### config.mk
export PLATFORM = sky130hd
export DESIGN_NAME = output_inhibit_control
export DESIGN_NICKNAME = d
export VERILOG_FILES = /design/src/inhibit_pkg.sv /design/src/inhibit_core.sv /design/src/output_inhibit_control.sv
export VERILOG_INCLUDE_DIRS = /design/src /design/src/src
export SDC_FILE = /design/constraint.sdc
export NUM_CORES = 1
export LEC_CHECK = 0
export ABC_AREA = 0
export BUFFER_PORTS_ARGS = -buffer_cell sky130_fd_sc_hd__buf_2
export CAP_MARGIN = 10
export CORE_ASPECT_RATIO = 0.7
export CORE_MARGIN = 2
export CORE_UTILIZATION = 40
export CTS_CLUSTER_SIZE = 25
export DETAILED_ROUTE_END_ITERATION = 10
export PLACE_DENSITY = 0.81
export SLEW_MARGIN = 5
export SYNTH_ARGS = -nofsm -noshare
export SYNTH_HDL_FRONTEND = slang
export SYNTH_HIERARCHICAL = 1
export SYNTH_SLANG_ARGS = --single-unit
### constraint.sdc
create_clock -name CLK -period 3.48 [get_ports CLK]
set_input_delay 0.696 -clock CLK [delete_from_list [all_inputs] [get_ports CLK]]
set_output_delay 0.696 -clock CLK [all_outputs]
set_load 0.05 [all_outputs]
### src/inhibit_consts.svh
// Constants for the output inhibit controller
`ifndef INHIBIT_CONSTS_SVH
`define INHIBIT_CONSTS_SVH
`define ADDR_CTRL 4'h0
`define ADDR_STAT 4'h4
`define ADDR_VMEAS 4'h8
`define ADDR_IMEAS 4'hc
`define CTRL_OUT_EN 0
`define CTRL_LATCH_MODE 1
`define CTRL_POL_NEG 2
`define CTRL_CLEAR 3
`define STAT_INHIBITED 0
`define STAT_LATCHED 1
`define STAT_INPUT 2
`define STAT_OUTPUT 3
`define CTRL_RESET 3'h0
`define METER_W 16
`endif

### src/inhibit_pkg.sv
// Types for the output inhibit controller
package inhibit_pkg;
  typedef struct packed {
    logic [15:0] volt;
    logic [15:0] curr;
  } meter_t;
  typedef enum logic {MODE_LIVE, MODE_LATCH} inh_mode_t;
endpackage

### src/inhibit_core.sv
// Inhibit decision core: polarity, latch and gating
`timescale 1ns/1ps
`include "inhibit_consts.svh"
module inhibit_core (
  input wire logic clk,
  input wire logic rst_b,
  input wire logic inh_pin,
  input wire logic pol_neg,
  input wire inhibit_pkg::inh_mode_t mode,
  input wire logic clear,
  output logic inh_true,
  output logic latched,
  output logic blocked
);
  import inhibit_pkg::*;
  logic latch_q;
  logic latch_d;
  always_comb begin
    inh_true = inh_pin ^ pol_neg;
    latch_d = latch_q;
    // Leaving latching mode must not free a tripped latch; only a valid clear does
    if (mode == MODE_LATCH && inh_true) begin
      latch_d = 1'b1;
    end else if (clear && !inh_true) begin
      latch_d = 1'b0;
    end
    latched = latch_q;
    blocked = inh_true | latch_q;
  end
  always_ff @(posedge clk or negedge rst_b) begin
    if (!rst_b) begin
      latch_q <= 1'b0;
    end else begin
      latch_q <= latch_d;
    end
  end
  a_latch_holds: assert property (
    @(posedge clk) disable iff (!rst_b)
    (latch_q && !(clear && !inh_true)) |=> latch_q)
    else $error("latch released without a valid clear");
  a_clear_blocked: assert property (
    @(posedge clk) disable iff (!rst_b)
    (mode == MODE_LATCH && inh_true) |=> latch_q)
    else $error("latch not set while inhibit true");
  a_live_nolatch: assert property (
    @(posedge clk) disable iff (!rst_b)
    (mode == MODE_LIVE && !latch_q) |=> !latch_q)
    else $error("latch set in live mode");
endmodule

### src/output_inhibit_control.sv
// Wishbone top of the output inhibit controller
//
// The implementer's own choices: the register addresses and the Wishbone register port.
`timescale 1ns/1ps
`include "inhibit_consts.svh"
module output_inhibit_control (
  input wire logic CLK,
  input wire logic RST_B,
  input wire logic INHIBIT_PIN,
  input wire logic [15:0] VOLT_RAW,
  input wire logic [15:0] CURR_RAW,
  input wire logic WB_CYC_I,
  input wire logic WB_STB_I,
  input wire logic WB_WE_I,
  input wire logic [3:0] WB_ADR_I,
  input wire logic [3:0] WB_SEL_I,
  input wire logic [31:0] WB_DAT_I,
  output logic [31:0] WB_DAT_O,
  output logic WB_ACK_O,
  output logic OUTPUT_ON,
  output logic INHIBITED_INDICATOR,
  output inhibit_pkg::meter_t METER
);
  import inhibit_pkg::*;

  // Configuration written by software
  logic out_en_q;
  logic out_en_d;
  logic mode_q;
  logic mode_d;
  logic pol_q;
  logic pol_d;
  logic clear_q;
  logic clear_d;

  // Bus answer
  logic ack_q;
  logic ack_d;
  logic [31:0] dat_q;
  logic [31:0] dat_d;

  // Registered results seen outside
  logic on_q;
  logic on_d;
  logic ind_q;
  logic ind_d;
  meter_t meter_q;
  meter_t meter_d;

  // Core results and bus decode
  logic inh_true;
  logic latched;
  logic blocked;
  logic inh_show;
  logic req;
  logic wr;
  logic rd;
  logic sel_ctrl;
  logic [1:0][`METER_W-1:0] raw_ch;
  logic [1:0][`METER_W-1:0] gated_ch;
  inh_mode_t mode_e;

  assign mode_e = mode_q ? MODE_LATCH : MODE_LIVE;

  inhibit_core u_core (
    .clk(CLK),
    .rst_b(RST_B),
    .inh_pin(INHIBIT_PIN),
    .pol_neg(pol_q),
    .mode(mode_e),
    .clear(clear_q),
    .inh_true(inh_true),
    .latched(latched),
    .blocked(blocked)
  );

  // Single cycle ack; the ack_q term keeps one request from being acked twice
  assign req = WB_CYC_I & WB_STB_I & ~ack_q;
  // A write without the low byte lane is acked but changes nothing
  assign wr = req & WB_WE_I & WB_SEL_I[0];
  assign rd = req & ~WB_WE_I;
  assign sel_ctrl = (WB_ADR_I == `ADDR_CTRL);

  always_comb begin
    out_en_d = out_en_q;
    mode_d = mode_q;
    pol_d = pol_q;
    clear_d = 1'b0;
    if (wr && sel_ctrl) begin
      out_en_d = WB_DAT_I[`CTRL_OUT_EN];
      mode_d = WB_DAT_I[`CTRL_LATCH_MODE];
      pol_d = WB_DAT_I[`CTRL_POL_NEG];
      clear_d = WB_DAT_I[`CTRL_CLEAR];
    end
    // Clear forces the enable setting off, even if the same write set it
    if (clear_q) begin
      out_en_d = 1'b0;
    end
  end

  always_ff @(posedge CLK or negedge RST_B) begin
    if (!RST_B) begin
      {pol_q, mode_q, out_en_q} <= `CTRL_RESET;
      clear_q <= 1'b0;
    end else begin
      out_en_q <= out_en_d;
      mode_q <= mode_d;
      pol_q <= pol_d;
      clear_q <= clear_d;
    end
  end

  always_comb begin
    ack_d = req;
    dat_d = 32'h0;
    if (rd) begin
      unique case (WB_ADR_I)
        `ADDR_CTRL: begin
          dat_d[`CTRL_OUT_EN] = out_en_q;
          dat_d[`CTRL_LATCH_MODE] = mode_q;
          dat_d[`CTRL_POL_NEG] = pol_q;
        end
        `ADDR_STAT: begin
          dat_d[`STAT_INHIBITED] = ind_q;
          dat_d[`STAT_LATCHED] = latched;
          dat_d[`STAT_INPUT] = inh_true;
          dat_d[`STAT_OUTPUT] = on_q;
        end
        `ADDR_VMEAS: dat_d[`METER_W-1:0] = meter_q.volt;
        `ADDR_IMEAS: dat_d[`METER_W-1:0] = meter_q.curr;
        default: dat_d = 32'h0;
      endcase
    end
  end

  always_ff @(posedge CLK or negedge RST_B) begin
    if (!RST_B) begin
      ack_q <= 1'b0;
      dat_q <= 32'h0;
    end else begin
      ack_q <= ack_d;
      dat_q <= dat_d;
    end
  end

  // Indicator only while the enable setting would otherwise have the output on
  assign inh_show = blocked & out_en_q;
  assign raw_ch = {VOLT_RAW, CURR_RAW};
  for (genvar g = 0; g < 2; g++) begin : g_meter
    assign gated_ch[g] = inh_show ? {`METER_W{1'b0}} : raw_ch[g];
  end

  always_comb begin
    on_d = out_en_q & ~blocked;
    ind_d = inh_show;
    meter_d.volt = gated_ch[1];
    meter_d.curr = gated_ch[0];
  end

  always_ff @(posedge CLK or negedge RST_B) begin
    if (!RST_B) begin
      on_q <= 1'b0;
      ind_q <= 1'b0;
      meter_q <= '0;
    end else begin
      on_q <= on_d;
      ind_q <= ind_d;
      meter_q <= meter_d;
    end
  end

  assign WB_ACK_O = ack_q;
  assign WB_DAT_O = dat_q;
  assign OUTPUT_ON = on_q;
  assign INHIBITED_INDICATOR = ind_q;
  assign METER = meter_q;

  a_live_follow: assert property (
    @(posedge CLK) disable iff (!RST_B)
    (!mode_q && inh_true) |=> !OUTPUT_ON)
    else $error("output on while live inhibit true");

  a_live_return: assert property (
    @(posedge CLK) disable iff (!RST_B)
    (!mode_q && !inh_true && !latched && out_en_q) |=> OUTPUT_ON)
    else $error("output not restored in live mode");

  a_latch_off: assert property (
    @(posedge CLK) disable iff (!RST_B)
    latched |=> !OUTPUT_ON)
    else $error("output on while latched");

  a_clear_disables: assert property (
    @(posedge CLK) disable iff (!RST_B)
    clear_q |=> !out_en_q)
    else $error("enable kept after clear");

  a_meter_zero: assert property (
    @(posedge CLK) disable iff (!RST_B)
    INHIBITED_INDICATOR |-> (METER.volt == 16'h0 && METER.curr == 16'h0))
    else $error("meter not zero while inhibited");

  a_pol_level: assert property (
    @(posedge CLK) disable iff (!RST_B)
    inh_true == (INHIBIT_PIN ^ pol_q))
    else $error("polarity correction wrong");

  a_release_rule: assert property (
    @(posedge CLK) disable iff (!RST_B)
    $fell(latched) |-> ($past(clear_q) && !$past(inh_true)))
    else $error("latch released without a valid clear");

  a_ack_once: assert property (
    @(posedge CLK) disable iff (!RST_B)
    WB_ACK_O |=> !WB_ACK_O)
    else $error("ack held two cycles");

  a_ack_answer: assert property (
    @(posedge CLK) disable iff (!RST_B)
    (WB_CYC_I && WB_STB_I && !WB_ACK_O) |=> WB_ACK_O)
    else $error("request not acked");

  a_ack_idle: assert property (
    @(posedge CLK) disable iff (!RST_B)
    !(WB_CYC_I && WB_STB_I) |=> !WB_ACK_O)
    else $error("ack without request");

  a_rdata_idle: assert property (
    @(posedge CLK) disable iff (!RST_B)
    !WB_ACK_O |-> (WB_DAT_O == 32'h0))
    else $error("read data outside ack");

  a_unmapped_zero: assert property (
    @(posedge CLK) disable iff (!RST_B)
    (rd && WB_ADR_I[1:0] != 2'b00) |=> (WB_DAT_O == 32'h0))
    else $error("unmapped read not zero");

  a_sel_ignored: assert property (
    @(posedge CLK) disable iff (!RST_B)
    (req && WB_WE_I && !WB_SEL_I[0] && !clear_q) |=> $stable(out_en_q))
    else $error("write without low lane changed enable");

  a_pol_set: assert property (
    @(posedge CLK) disable iff (!RST_B)
    (wr && sel_ctrl && WB_DAT_I[`CTRL_POL_NEG]) |=> pol_q)
    else $error("negative polarity not taken");

  a_pol_clear: assert property (
    @(posedge CLK) disable iff (!RST_B)
    (wr && sel_ctrl && !WB_DAT_I[`CTRL_POL_NEG]) |=> !pol_q)
    else $error("positive polarity not taken");

  a_clear_pulse: assert property (
    @(posedge CLK) disable iff (!RST_B)
    clear_q |=> !clear_q)
    else $error("clear pulse held");

  a_clear_refused: assert property (
    @(posedge CLK) disable iff (!RST_B)
    (clear_q && inh_true && latched) |=> latched)
    else $error("clear freed latch while inhibit true");

  a_live_no_set: assert property (
    @(posedge CLK) disable iff (!RST_B)
    (!mode_q && !latched) |=> !latched)
    else $error("live mode tripped the latch");

  a_latch_trip: assert property (
    @(posedge CLK) disable iff (!RST_B)
    (mode_q && inh_true) |=> (latched && !OUTPUT_ON))
    else $error("latching mode did not trip");

  a_level_block: assert property (
    @(posedge CLK) disable iff (!RST_B)
    inh_true |=> !OUTPUT_ON)
    else $error("output on while input asserted");

  a_enable_gate: assert property (
    @(posedge CLK) disable iff (!RST_B)
    !out_en_q |=> !OUTPUT_ON)
    else $error("output on without enable");

  a_ind_excl: assert property (
    @(posedge CLK) disable iff (!RST_B)
    INHIBITED_INDICATOR |-> !OUTPUT_ON)
    else $error("indicator with output on");

  a_ind_show: assert property (
    @(posedge CLK) disable iff (!RST_B)
    inh_show |=> INHIBITED_INDICATOR)
    else $error("indicator missing while inhibited");

  a_ind_quiet: assert property (
    @(posedge CLK) disable iff (!RST_B)
    !inh_show |=> !INHIBITED_INDICATOR)
    else $error("indicator without inhibit");

  a_meter_pass: assert property (
    @(posedge CLK) disable iff (!RST_B)
    !inh_show |=> (METER.volt == $past(VOLT_RAW) && METER.curr == $past(CURR_RAW)))
    else $error("meter not passed through");

  a_stat_latch: assert property (
    @(posedge CLK) disable iff (!RST_B)
    (rd && WB_ADR_I == `ADDR_STAT) |=> (WB_DAT_O[`STAT_LATCHED] == $past(latched)))
    else $error("status latch bit wrong");
endmodule

# Yosys cells after proc, flatten, opt, wreduce, memory -nomap -nowiden
# Cells that the tools add are included.
# totals
ff_bits	72
latchBits	0
ramBits	0
mem_bits_ro	0
in_bits	78
output_inout_bits	67
elab_cells	45
memories	0
# classes
addsub	0
n_mul	0
div_mod_pow	0
n_lt_le_gt_ge	0
eq_ne	3
shift	0
n_mux	12
bitwise_logic	12
n_reduce_logical	7
# ops
cell	n
$mux 16	3
$pmux 12 s2	1
$pmux 3 s4	1
$eq 4x4->1 const B	2
$and 1x1->1	7
$mux 1	6
$eq 4x3->1 const B	1
$logic_not 4->1	1
$reduce_bool 2->1	2
$logic_and 1x1->1	3
$not 1->1	3
$pmux 1 s3	1
$logic_not 1->1	1
$or 1x1->1	1
$xor 1x1->1	1

# Depth between registers and ports, before layout
# Gate-level depths: netlist of the first run.
# depth
depth_word	7
depth_mapped	5
depth_no_buf	4

# By module
# Netlist of the first run, hierarchy kept.
# by_module_without_submodules
module	instances	cells_per_inst	area_each_um2	seq_area_each_um2
output_inhibit_control	1	169	2152.1	1376.3
inhibit_core	1	7	55.1	25.0

# Worst setup path after synthesis of the first run
# Ideal clock, no wire load.
# synth_timing
kind	input to register
from	input port WB_ADR_I[2]
to	register dat_q[0] (netlist: WB_DAT_O[0])
setup_time_ns	0.128
t_arrival_ns	1.513
t_required_ns	3.352
slack_ns	1.839
path_stages	4
n_path_buf	1
cell_sequence	buf_4 -> mux2_2 -> a222oi_1 -> nor2_1
# synth_between
elab_chain_cells	3
word_cells_on_any_way	6
classes_between	3 x eq/ne; 2 x mux; 1 x reduce/logical
# synth_lines
item	line_no	source
start, declared	output_inhibit_control.sv:15	input wire logic [3:0] WB_ADR_I,
$eq 4x4->1, or another cell as far along	output_inhibit_control.sv:117	unique case (WB_ADR_I)
$pmux 3 s4 *	output_inhibit_control.sv:117	
$mux 16 *	output_inhibit_control.sv:116	if (rd) begin
via dat_d[0]	output_inhibit_control.sv:40	logic [31:0] dat_d;
end signal, assigned	output_inhibit_control.sv:142	dat_q <= dat_d;
end, declared	output_inhibit_control.sv:39	logic [31:0] dat_q;
# Mark *: on every way through the listed nets, which the timed path passes. The rest lies on a longest branch.
# A chain may end at the register's enable or synchronous reset.

# Worst setup path in the final report of the first run
# Same ends and word-level chain as after synthesis.

==> flow_summary.ini, run 1 <==
[outcome]
status = completed

[finish]
nets = 351
area_delta_synth_final_pct = 26.2
seqCellArea_um2 = 1400
largest_reg_flops = 32
drive_above_1_share = 0.409
utilization = 0.527
insertedDiodeCount = 0
multi_input_area_um2 = 696
fill_cells = 522

[synthesis]
syn-cell-area_um2 = 2210
synth_top_family_by_area = simple AND/OR/NAND/NOR gates
synth_fa_ha_area_frac = 0
synth_top_area_share = 0.635
synthTopCellsByArea = dfrtp_1 (63%), and2_1 (9.1%), buf_4 (6.1%), a22oi_1 (4.1%), nor2_1 (2.7%)
synthSimpleGateAreaFrac = 0.189
ys_seq_elements = 56
syn-mean-instance-area_um2 = 12.5
ys_async_sr_fraction = 1.00
synth_cell_types = 27
synthCells = 176
yosysMostFrequentCell = dfrtp_1
synth.mux.area_fraction = 0.0402
synth-xor-area-share = 0.00397
synth_edf_count = 0
synthTopCellsByCount = dfrtp_1 (56), and2_1 (32), buf_4 (18), nor2_1 (16), a22oi_1 (12)
synth_compound_area_frac = 0.0550
yosysWarnings = 6
synth_top_area_cell = dfrtp_1
synth_seq_area_share = 0.635
synth_top_flop_cell = dfrtp_1

[sta]
finalHoldViolations = 0
max_freq_mhz = 554
setup_viol = 0
period_needed_ns = 1.81
slew_viol_final = 0
worstMarginPinSlew_ns = 0.828
hold_slack_ns = 0.423
finClkSkew_ns = 0.00715
fin_tns_setup_ns = 0
rsz0062_at_grt = no
relSlewSlack = 0.446
timing.final.crit_share = 0.519

[flow_run]
maxCapViolations = 0

[die]
initial_core_util = 0.418
rows = 22
die_y_um = 66.2
die_w_um = 92.8
io_pins = 145
core_um2 = 5290
die_area_um2 = 6140

[placement]
place_congestion = 0.847
io_buffers = 97
dp_hpwl_mm = 3.63

[worst_setup_path]
crit_fanout = 14
critPathTopFamily = simple AND/OR/NAND/NOR gates
crit_type = primary input to register
start_kind = primary input
critPathBufInv = 1
end_kind = register
required_ns = 3.70
reg2reg_from = pol_q
max_stage_delay_ns = 0.78
crit_path_start = WB_ADR_I[2]
reg2reg_depth = 4
slowest_stage = nor4b_4
path_cells = buf_2, nor4b_4, a222oi_1, nor2_1
cp.arrival_ns = 2.03
path_depth = 4

[cts]
cts_buffer_depth = 2
cts_tree = yes
cts_buffers = 5
postCtsSetupRepairBufs = 0
root_buffer = clkbuf_8
cts_resized = 0
clock_latency_ns = 0.29
cts_hold_buf = 0
cts_max_level = 2
clock_sinks = 56
clk_pin_slew_ns = 0.09

[global_route]
grt.total_usage = 0.156
grt_pass1_vias = 1478
grt_antenna_before_repair = 0
grt_max_degree = 34
grt_pass1_wl_mm = 7.35
overflow = 0

[power]
vdd_drop_max_uv = 231
p_leak_nw = 1.54
p_per_area_nw_per_um2 = 477

[route]
drt_iter0_drc = 85
via_per_inst = 4.40
drc_errors = 0
antenna_left = 0
wl_mm = 4.76
via_count = 1522
avgRoutedWirePerCell_um = 13.7
drtPass1Iterations = 4

[hold_path]
hold_path_class = primary input to asynchronous set/reset pin
## worst paths after layout
kind,end,slack (ns)
worst max-delay path,WB_DAT_O[0],1.67
worst min-delay path,WB_DAT_O[6],0.42
worst max register to register,METER[6],1.84
worst min register to register,WB_DAT_O[15],0.52
max in group asynchronous,METER[16],2.27
min in group CLK,WB_DAT_O[15],0.52
## per-stage QoR
step / area, um^2 / total power, W / cells / worst slack [ns]
5_1_grt: 2790 / 0.00139 / 346 / 1.56
3_3_place_gp: 2690 / 0.000989 / 338 / 1.39
3_5_place_dp: 2690 / 0.000994 / 338 / 1.37
4_1_cts: 2790 / 0.00135 / 346 / 1.69
6_report: 2790 / 0.00133 / 346 / 1.67
2_1_floorplan: 2260 / 0.000921 / 191 / 1.84
## cell usage in the layout, fill, tap and decap left out, types with 2 or more instances in the layout
master     n
conb_1    16
nand2_1    3
nor2_1    16
inv_1      3
and2_1    32
buf_2     97
nand4_1    3
mux2_2     5
a222oi_1   2
clkbuf_8   6
nor3_1     2
dfrtp_1   56
a22oi_1   12
nand2b_1   3
nor2b_1    4
## routing by layer
layer | vias up | global-route usage | share of wire
li1 | 746 | - | -
met1 | 718 | 0.221 | 0.44
met2 | 52 | 0.239 | 0.48
met3 | 6 | 0.0388 | 0.063
met4 | 0 | 0.0515 | 0.014
met5 | - | 0 | 0
## worst reg2reg max path: cells and delay by family (launching register included)
family        cells  cell delay, ns
xor+xnor          1            0.25
simple gates      3            0.92
flops             1            0.41
## power by group
part           leakage, nW  internal [W]  switching (W)
registers            0.758      0.000683      0.0000193
clock network       0.0445      0.000162       0.000190
logic                0.736     0.0000673       0.000209
total                 1.54      0.000912       0.000418
## kinds of logic (layout without fill, tap and decap cells)
logic type	count (synthesis)	in the layout
AO/OA/AOI/OAI	16	16
XOR/XNOR	1	1
buffers and inverters	26	109
flip-flops	56	56
multiplexers	7	7
other	1	16
AND/OR/NAND/NOR	69	69
## final cells by class
class,count,share of cell area
flip-flops and latches,56,0.503
multi-input cells,109,0.250
repair buffers,98,0.177
well taps,72,0.0323
clock buffers,7,0.0310
inverters,3,0.00404
clock inverters,1,0.00270
Note: power is estimated with default switching activity, not from simulation.
==> inputs of run 2 (changes only) <==
Clock period 3.48 ns to 1.7 ns, I/O delays scaled along.
==> run 2 against run 1 <==
  * Register-to-register slack worse by 1.6 ns
  * Global-route usage is 0.43 points higher
  * Critical endpoint is now WB_DAT_O[2]
  * Largest power group unchanged
  * Highest routed layer unchanged
  * Largest cell class unchanged
  * Critical path type is now register to register
  * Design area is 2.3% higher
==> flow_summary.ini, run 2 (synthesized netlist as in run 1, its figures left out) <==
[outcome]
status = completed

[hold_path]
hold_path_class = primary input to asynchronous set/reset pin

[cts]
root_buffer = clkbuf_8
cts_buffer_depth = 2
cts_buffers = 5
clock_latency_ns = 0.30
cts_resized = 0
clock_sinks = 56
postCtsSetupRepairBufs = 0
clk_pin_slew_ns = 0.10
cts_hold_buf = 0
cts_max_level = 2
cts_tree = yes

[worst_setup_path]
crit_type = register to register
crit_fanout = 3
end_kind = register
start_kind = register
cp.arrival_ns = 1.66
required_ns = 1.89

[route]
antenna_left = 0
via_count = 1599
via_per_inst = 4.56
drt_iter0_drc = 122
wl_mm = 4.82
drc_errors = 0
avgRoutedWirePerCell_um = 13.7
drtPass1Iterations = 4

[die]
initial_core_util = 0.418
io_pins = 145
die_area_um2 = 6140
rows = 22
core_um2 = 5290
die_w_um = 92.8
die_y_um = 66.2

[global_route]
grt_pass1_vias = 1531
overflow = 0
grt_max_degree = 57
grt_pass1_wl_mm = 7.55
grt_antenna_before_repair = 0
grt.total_usage = 0.161

[finish]
fin_cells = 351
final_common_cell = buf_2
layout_common_cells = buf_2 (97), dfrtp_1 (56), and2_1 (32), nor2_1 (16), conb_1 (16)
nets = 356
area_delta_synth_final_pct = 29.1
fill_cells = 491
drive_above_1_share = 0.419
insertedDiodeCount = 0
finish.instance_area_um2 = 2850
largest_reg_flops = 32

[power]
p_per_area_nw_per_um2 = 1010
p_leak_nw = 1.58
vdd_drop_max_uv = 468

[placement]
dp_slack_ns = 0.178
place_congestion = 0.816
dp_hpwl_mm = 3.67
io_buffers = 97
place_inst = 343
placed_area_um2 = 2740

[sta]
rsz0062_at_grt = no
timing.final.crit_share = 0.861
slew_viol_final = 0
period_needed_ns = 1.46
setup_viol = 0
max_freq_mhz = 683
fin_tns_setup_ns = 0
worst_slack_ns = 0.236
finalHoldViolations = 0
finClkSkew_ns = 0.00979

[flow_run]
maxCapViolations = 0
## run 2: cell count changes in the layout (fill, tap and decap cells not counted)
cell,before,now
bufinv_16,0,1
clkbuf_8,6,5
buf_12,0,1
buf_4,1,5
clkinv_2,0,1
clkinvlp_4,1,0
## run 2: final cells by class
type                    instances  area (um^2)  area share
clock buffers                   6         72.6      0.0255
repair buffers                103          543       0.191
flip-flops and latches         56         1400       0.492
inverters                       3         11.3     0.00395
well taps                      72         90.1      0.0316
clock inverters                 2         35.0      0.0123
multi-input cells             109          696       0.244
## run 2: metal layers
layer / routed length, um / up-vias / track usage
met5: 0 / - / 0
met4: 82 / 0 / 0.0643
met3: 321 / 9 / 0.0342
met2: 2260 / 62 / 0.240
met1: 2150 / 772 / 0.231
li1: - / 756 / -
## run 2: final timing paths
path / startpoint / end / slack [ns] / cells past startpoint
min in group CLK: VOLT_RAW[6] / METER[22] / 0.23 / 2
worst max register to register: pol_q / WB_DAT_O[2] / 0.24 / 4
worst min-delay path: RST_B / WB_DAT_O[7] / 0.01 / 2
worst max-delay path: pol_q / WB_DAT_O[2] / 0.24 / 4
worst min register to register: METER[28] / WB_DAT_O[12] / 0.53 / 2
max in group asynchronous: RST_B / METER[1] / 1.44 / 2
## run 2: critical path: stages (launching register included)
cell and delay [ns]:
dfrtp_1 0.42, xnor2_1 0.27, inv_1 0.07, mux4_2 0.47, nor2b_1 0.14
## run 2: stage by stage
step	hold slack [ns]	total power (W)	utilization
global route	0.0320	0.00297	0.539
CTS	0.0245	0.00289	0.539
floorplan	0.0444	0.00189	-
detailed placement	0.359	0.00205	0.519
global placement	0.354	0.00204	0.519
finish	0.0109	0.00287	0.539
## run 2: power by group
part,internal (W),switching [W],total [W],leakage (nW)
Clock,0.000438,0.000405,0.000843,0.0552
Sequential,0.00140,0.0000421,0.00144,0.758
Combinational,0.000152,0.000431,0.000583,0.766
Total,0.00199,0.000879,0.00287,1.58
==> inputs of run 3 (changes only) <==
--- a/config.mk
+++ b/config.mk
@@ -9,5 +9,4 @@
 export ABC_AREA = 0
 export BUFFER_PORTS_ARGS = -buffer_cell sky130_fd_sc_hd__buf_2
-export CAP_MARGIN = 10
 export CORE_ASPECT_RATIO = 0.7
 export CORE_MARGIN = 2
==> constraint.sdc (replaced) <==
create_clock -name CLK -period 1.7 [get_ports CLK]
set_input_delay 0.425 -clock CLK [delete_from_list [all_inputs] [get_ports CLK]]
set_output_delay 0.425 -clock CLK [all_outputs]
set_load 0.05 [all_outputs]
==> run 3 against run 2 <==
  * Critical path depth unchanged
  * Via count shrank 2.9%
  * Combinational power about the same
  * Sequential power is essentially flat
  * Sequential cell count did not move
  * Utilization up 0.28 points
  * Clock power shrank 0.9%
  * Design area rose by 0.53%
  * Critical path type unchanged
==> flow_summary.ini, run 3 (synthesized netlist as in run 1, its figures left out) <==
[outcome]
status = completed

[worst_setup_path]
required_ns = 1.89
path_cells = xnor2_1, inv_1, mux4_2, nor2b_1
crit_fanout = 3
slowest_stage = mux4_2
max_stage_delay_ns = 0.47
crit_type = register to register
end_kind = register
cp.arrival_ns = 1.68
start_kind = register
critPathTopFamily = multiplexers
critPathBufInv = 1

[route]
wl_mm = 4.68
drt_iter0_drc = 99
via_count = 1553
drc_errors = 0
drtPass1Iterations = 4
avgRoutedWirePerCell_um = 13.3
antenna_left = 0
via_per_inst = 4.40

[global_route]
use_met3 = 0.0342
grt_pass1_wl_mm = 7.25
grt_busiest_layer = met2
grt_antenna_before_repair = 0
overflow = 0
grtUsageMet2 = 0.234
grt_pass1_vias = 1467
grt_max_degree = 57
grt.total_usage = 0.154
grt_use_met1 = 0.219

[placement]
io_buffers = 97
placed_area_um2 = 2760
place_congestion = 0.840
dp_hpwl_mm = 3.59
place_inst = 345

[sta]
finalHoldViolations = 0
finClkSkew_ns = 0.00536
period_needed_ns = 1.49
fin_tns_setup_ns = 0
slew_viol_final = 0
setup_viol = 0
rsz0062_at_grt = no
timing.final.crit_share = 0.875
max_freq_mhz = 672

[cts]
clock_latency_ns = 0.30
cts_tree = yes
cts_buffers = 5
clock_sinks = 56
clk_pin_slew_ns = 0.09
root_buffer = clkbuf_8
cts_buffer_depth = 2
cts_hold_buf = 0
postCtsSetupRepairBufs = 0
cts_resized = 0
cts_max_level = 2

[power]
p_int_w = 0.00199
p_leak_nw = 1.59
p_switching_w = 0.000870
seq_power_share = 0.503
power_frac_comb = 0.204
clockPowerShare = 0.292
power_switching_share = 0.304
vdd_drop_max_uv = 422
p_per_area_nw_per_um2 = 998

[finish]
largest_reg_flops = 32
nets = 358
layout_common_cells = buf_2 (97), dfrtp_1 (56), and2_1 (32), nor2_1 (16), conb_1 (16)
area_delta_synth_final_pct = 29.8
final_common_cell = buf_2
utilization = 0.542
drive_above_1_share = 0.423
finish.instance_area_um2 = 2860
fin_cells = 353
insertedDiodeCount = 0

[die]
core_um2 = 5290
die_area_um2 = 6140
io_pins = 145
die_w_um = 92.8
initial_core_util = 0.418
die_y_um = 66.2
rows = 22

[hold_path]
hold_path_class = primary input to asynchronous set/reset pin

[flow_run]
maxCapViolations = 0
run 3: path summary, 6_finish.rpt:
| kind | start | to | slack, ns | cells after the start |
|---|---|---|---|---|
| setup / recovery | pol_q | WB_DAT_O[2] | 0.21 | 4 |
| hold / removal | RST_B | WB_DAT_O[8] | 0.10 | 2 |
| setup reg to reg | pol_q | WB_DAT_O[2] | 0.21 | 4 |
| hold reg to reg | METER[29] | WB_DAT_O[13] | 0.53 | 2 |
| max in group asynchronous | RST_B | METER[2] | 1.35 | 2 |
| min in group CLK | VOLT_RAW[5] | METER[21] | 0.33 | 2 |
run 3: power by group through the flow:
stage / clock network [W] / registers [W] / logic, W
after floorplan: 0 / 0.00167 / 0.000214
after global placement: 0 / 0.00146 / 0.000582
after detailed placement: 0 / 0.00146 / 0.000589
after CTS: 0.000857 / 0.00144 / 0.000589
after global routing: 0.000908 / 0.00145 / 0.000619
final: 0.000835 / 0.00144 / 0.000584
run 3: metrics by stage:
step	total power, W	setup slack (ns)	hold slack [ns]
finish	0.00286	0.212	0.101
detailed placement	0.00205	0.0769	0.445
global placement	0.00204	0.0986	0.438
global route	0.00297	0.139	0.105
CTS	0.00288	0.214	0.115
floorplan	0.00189	0.276	0.129
run 3: cell type report:
class / count / area [um^2]
flip-flops and latches: 56 / 1400
repair buffers: 105 / 558
clock inverters: 2 / 35.0
clock buffers: 6 / 72.6
well taps: 72 / 90.1
inverters: 3 / 11.3
multi-input cells: 109 / 696
fillers: 500 / 2420
run 3: routing by layer:
| metal | vias to the layer above | share of wire |
|---|---|---|
| met5 | - | 0 |
| li1 | 762 | - |
| met4 | 0 | 0.016 |
| met2 | 56 | 0.47 |
| met3 | 9 | 0.052 |
| met1 | 726 | 0.46 |
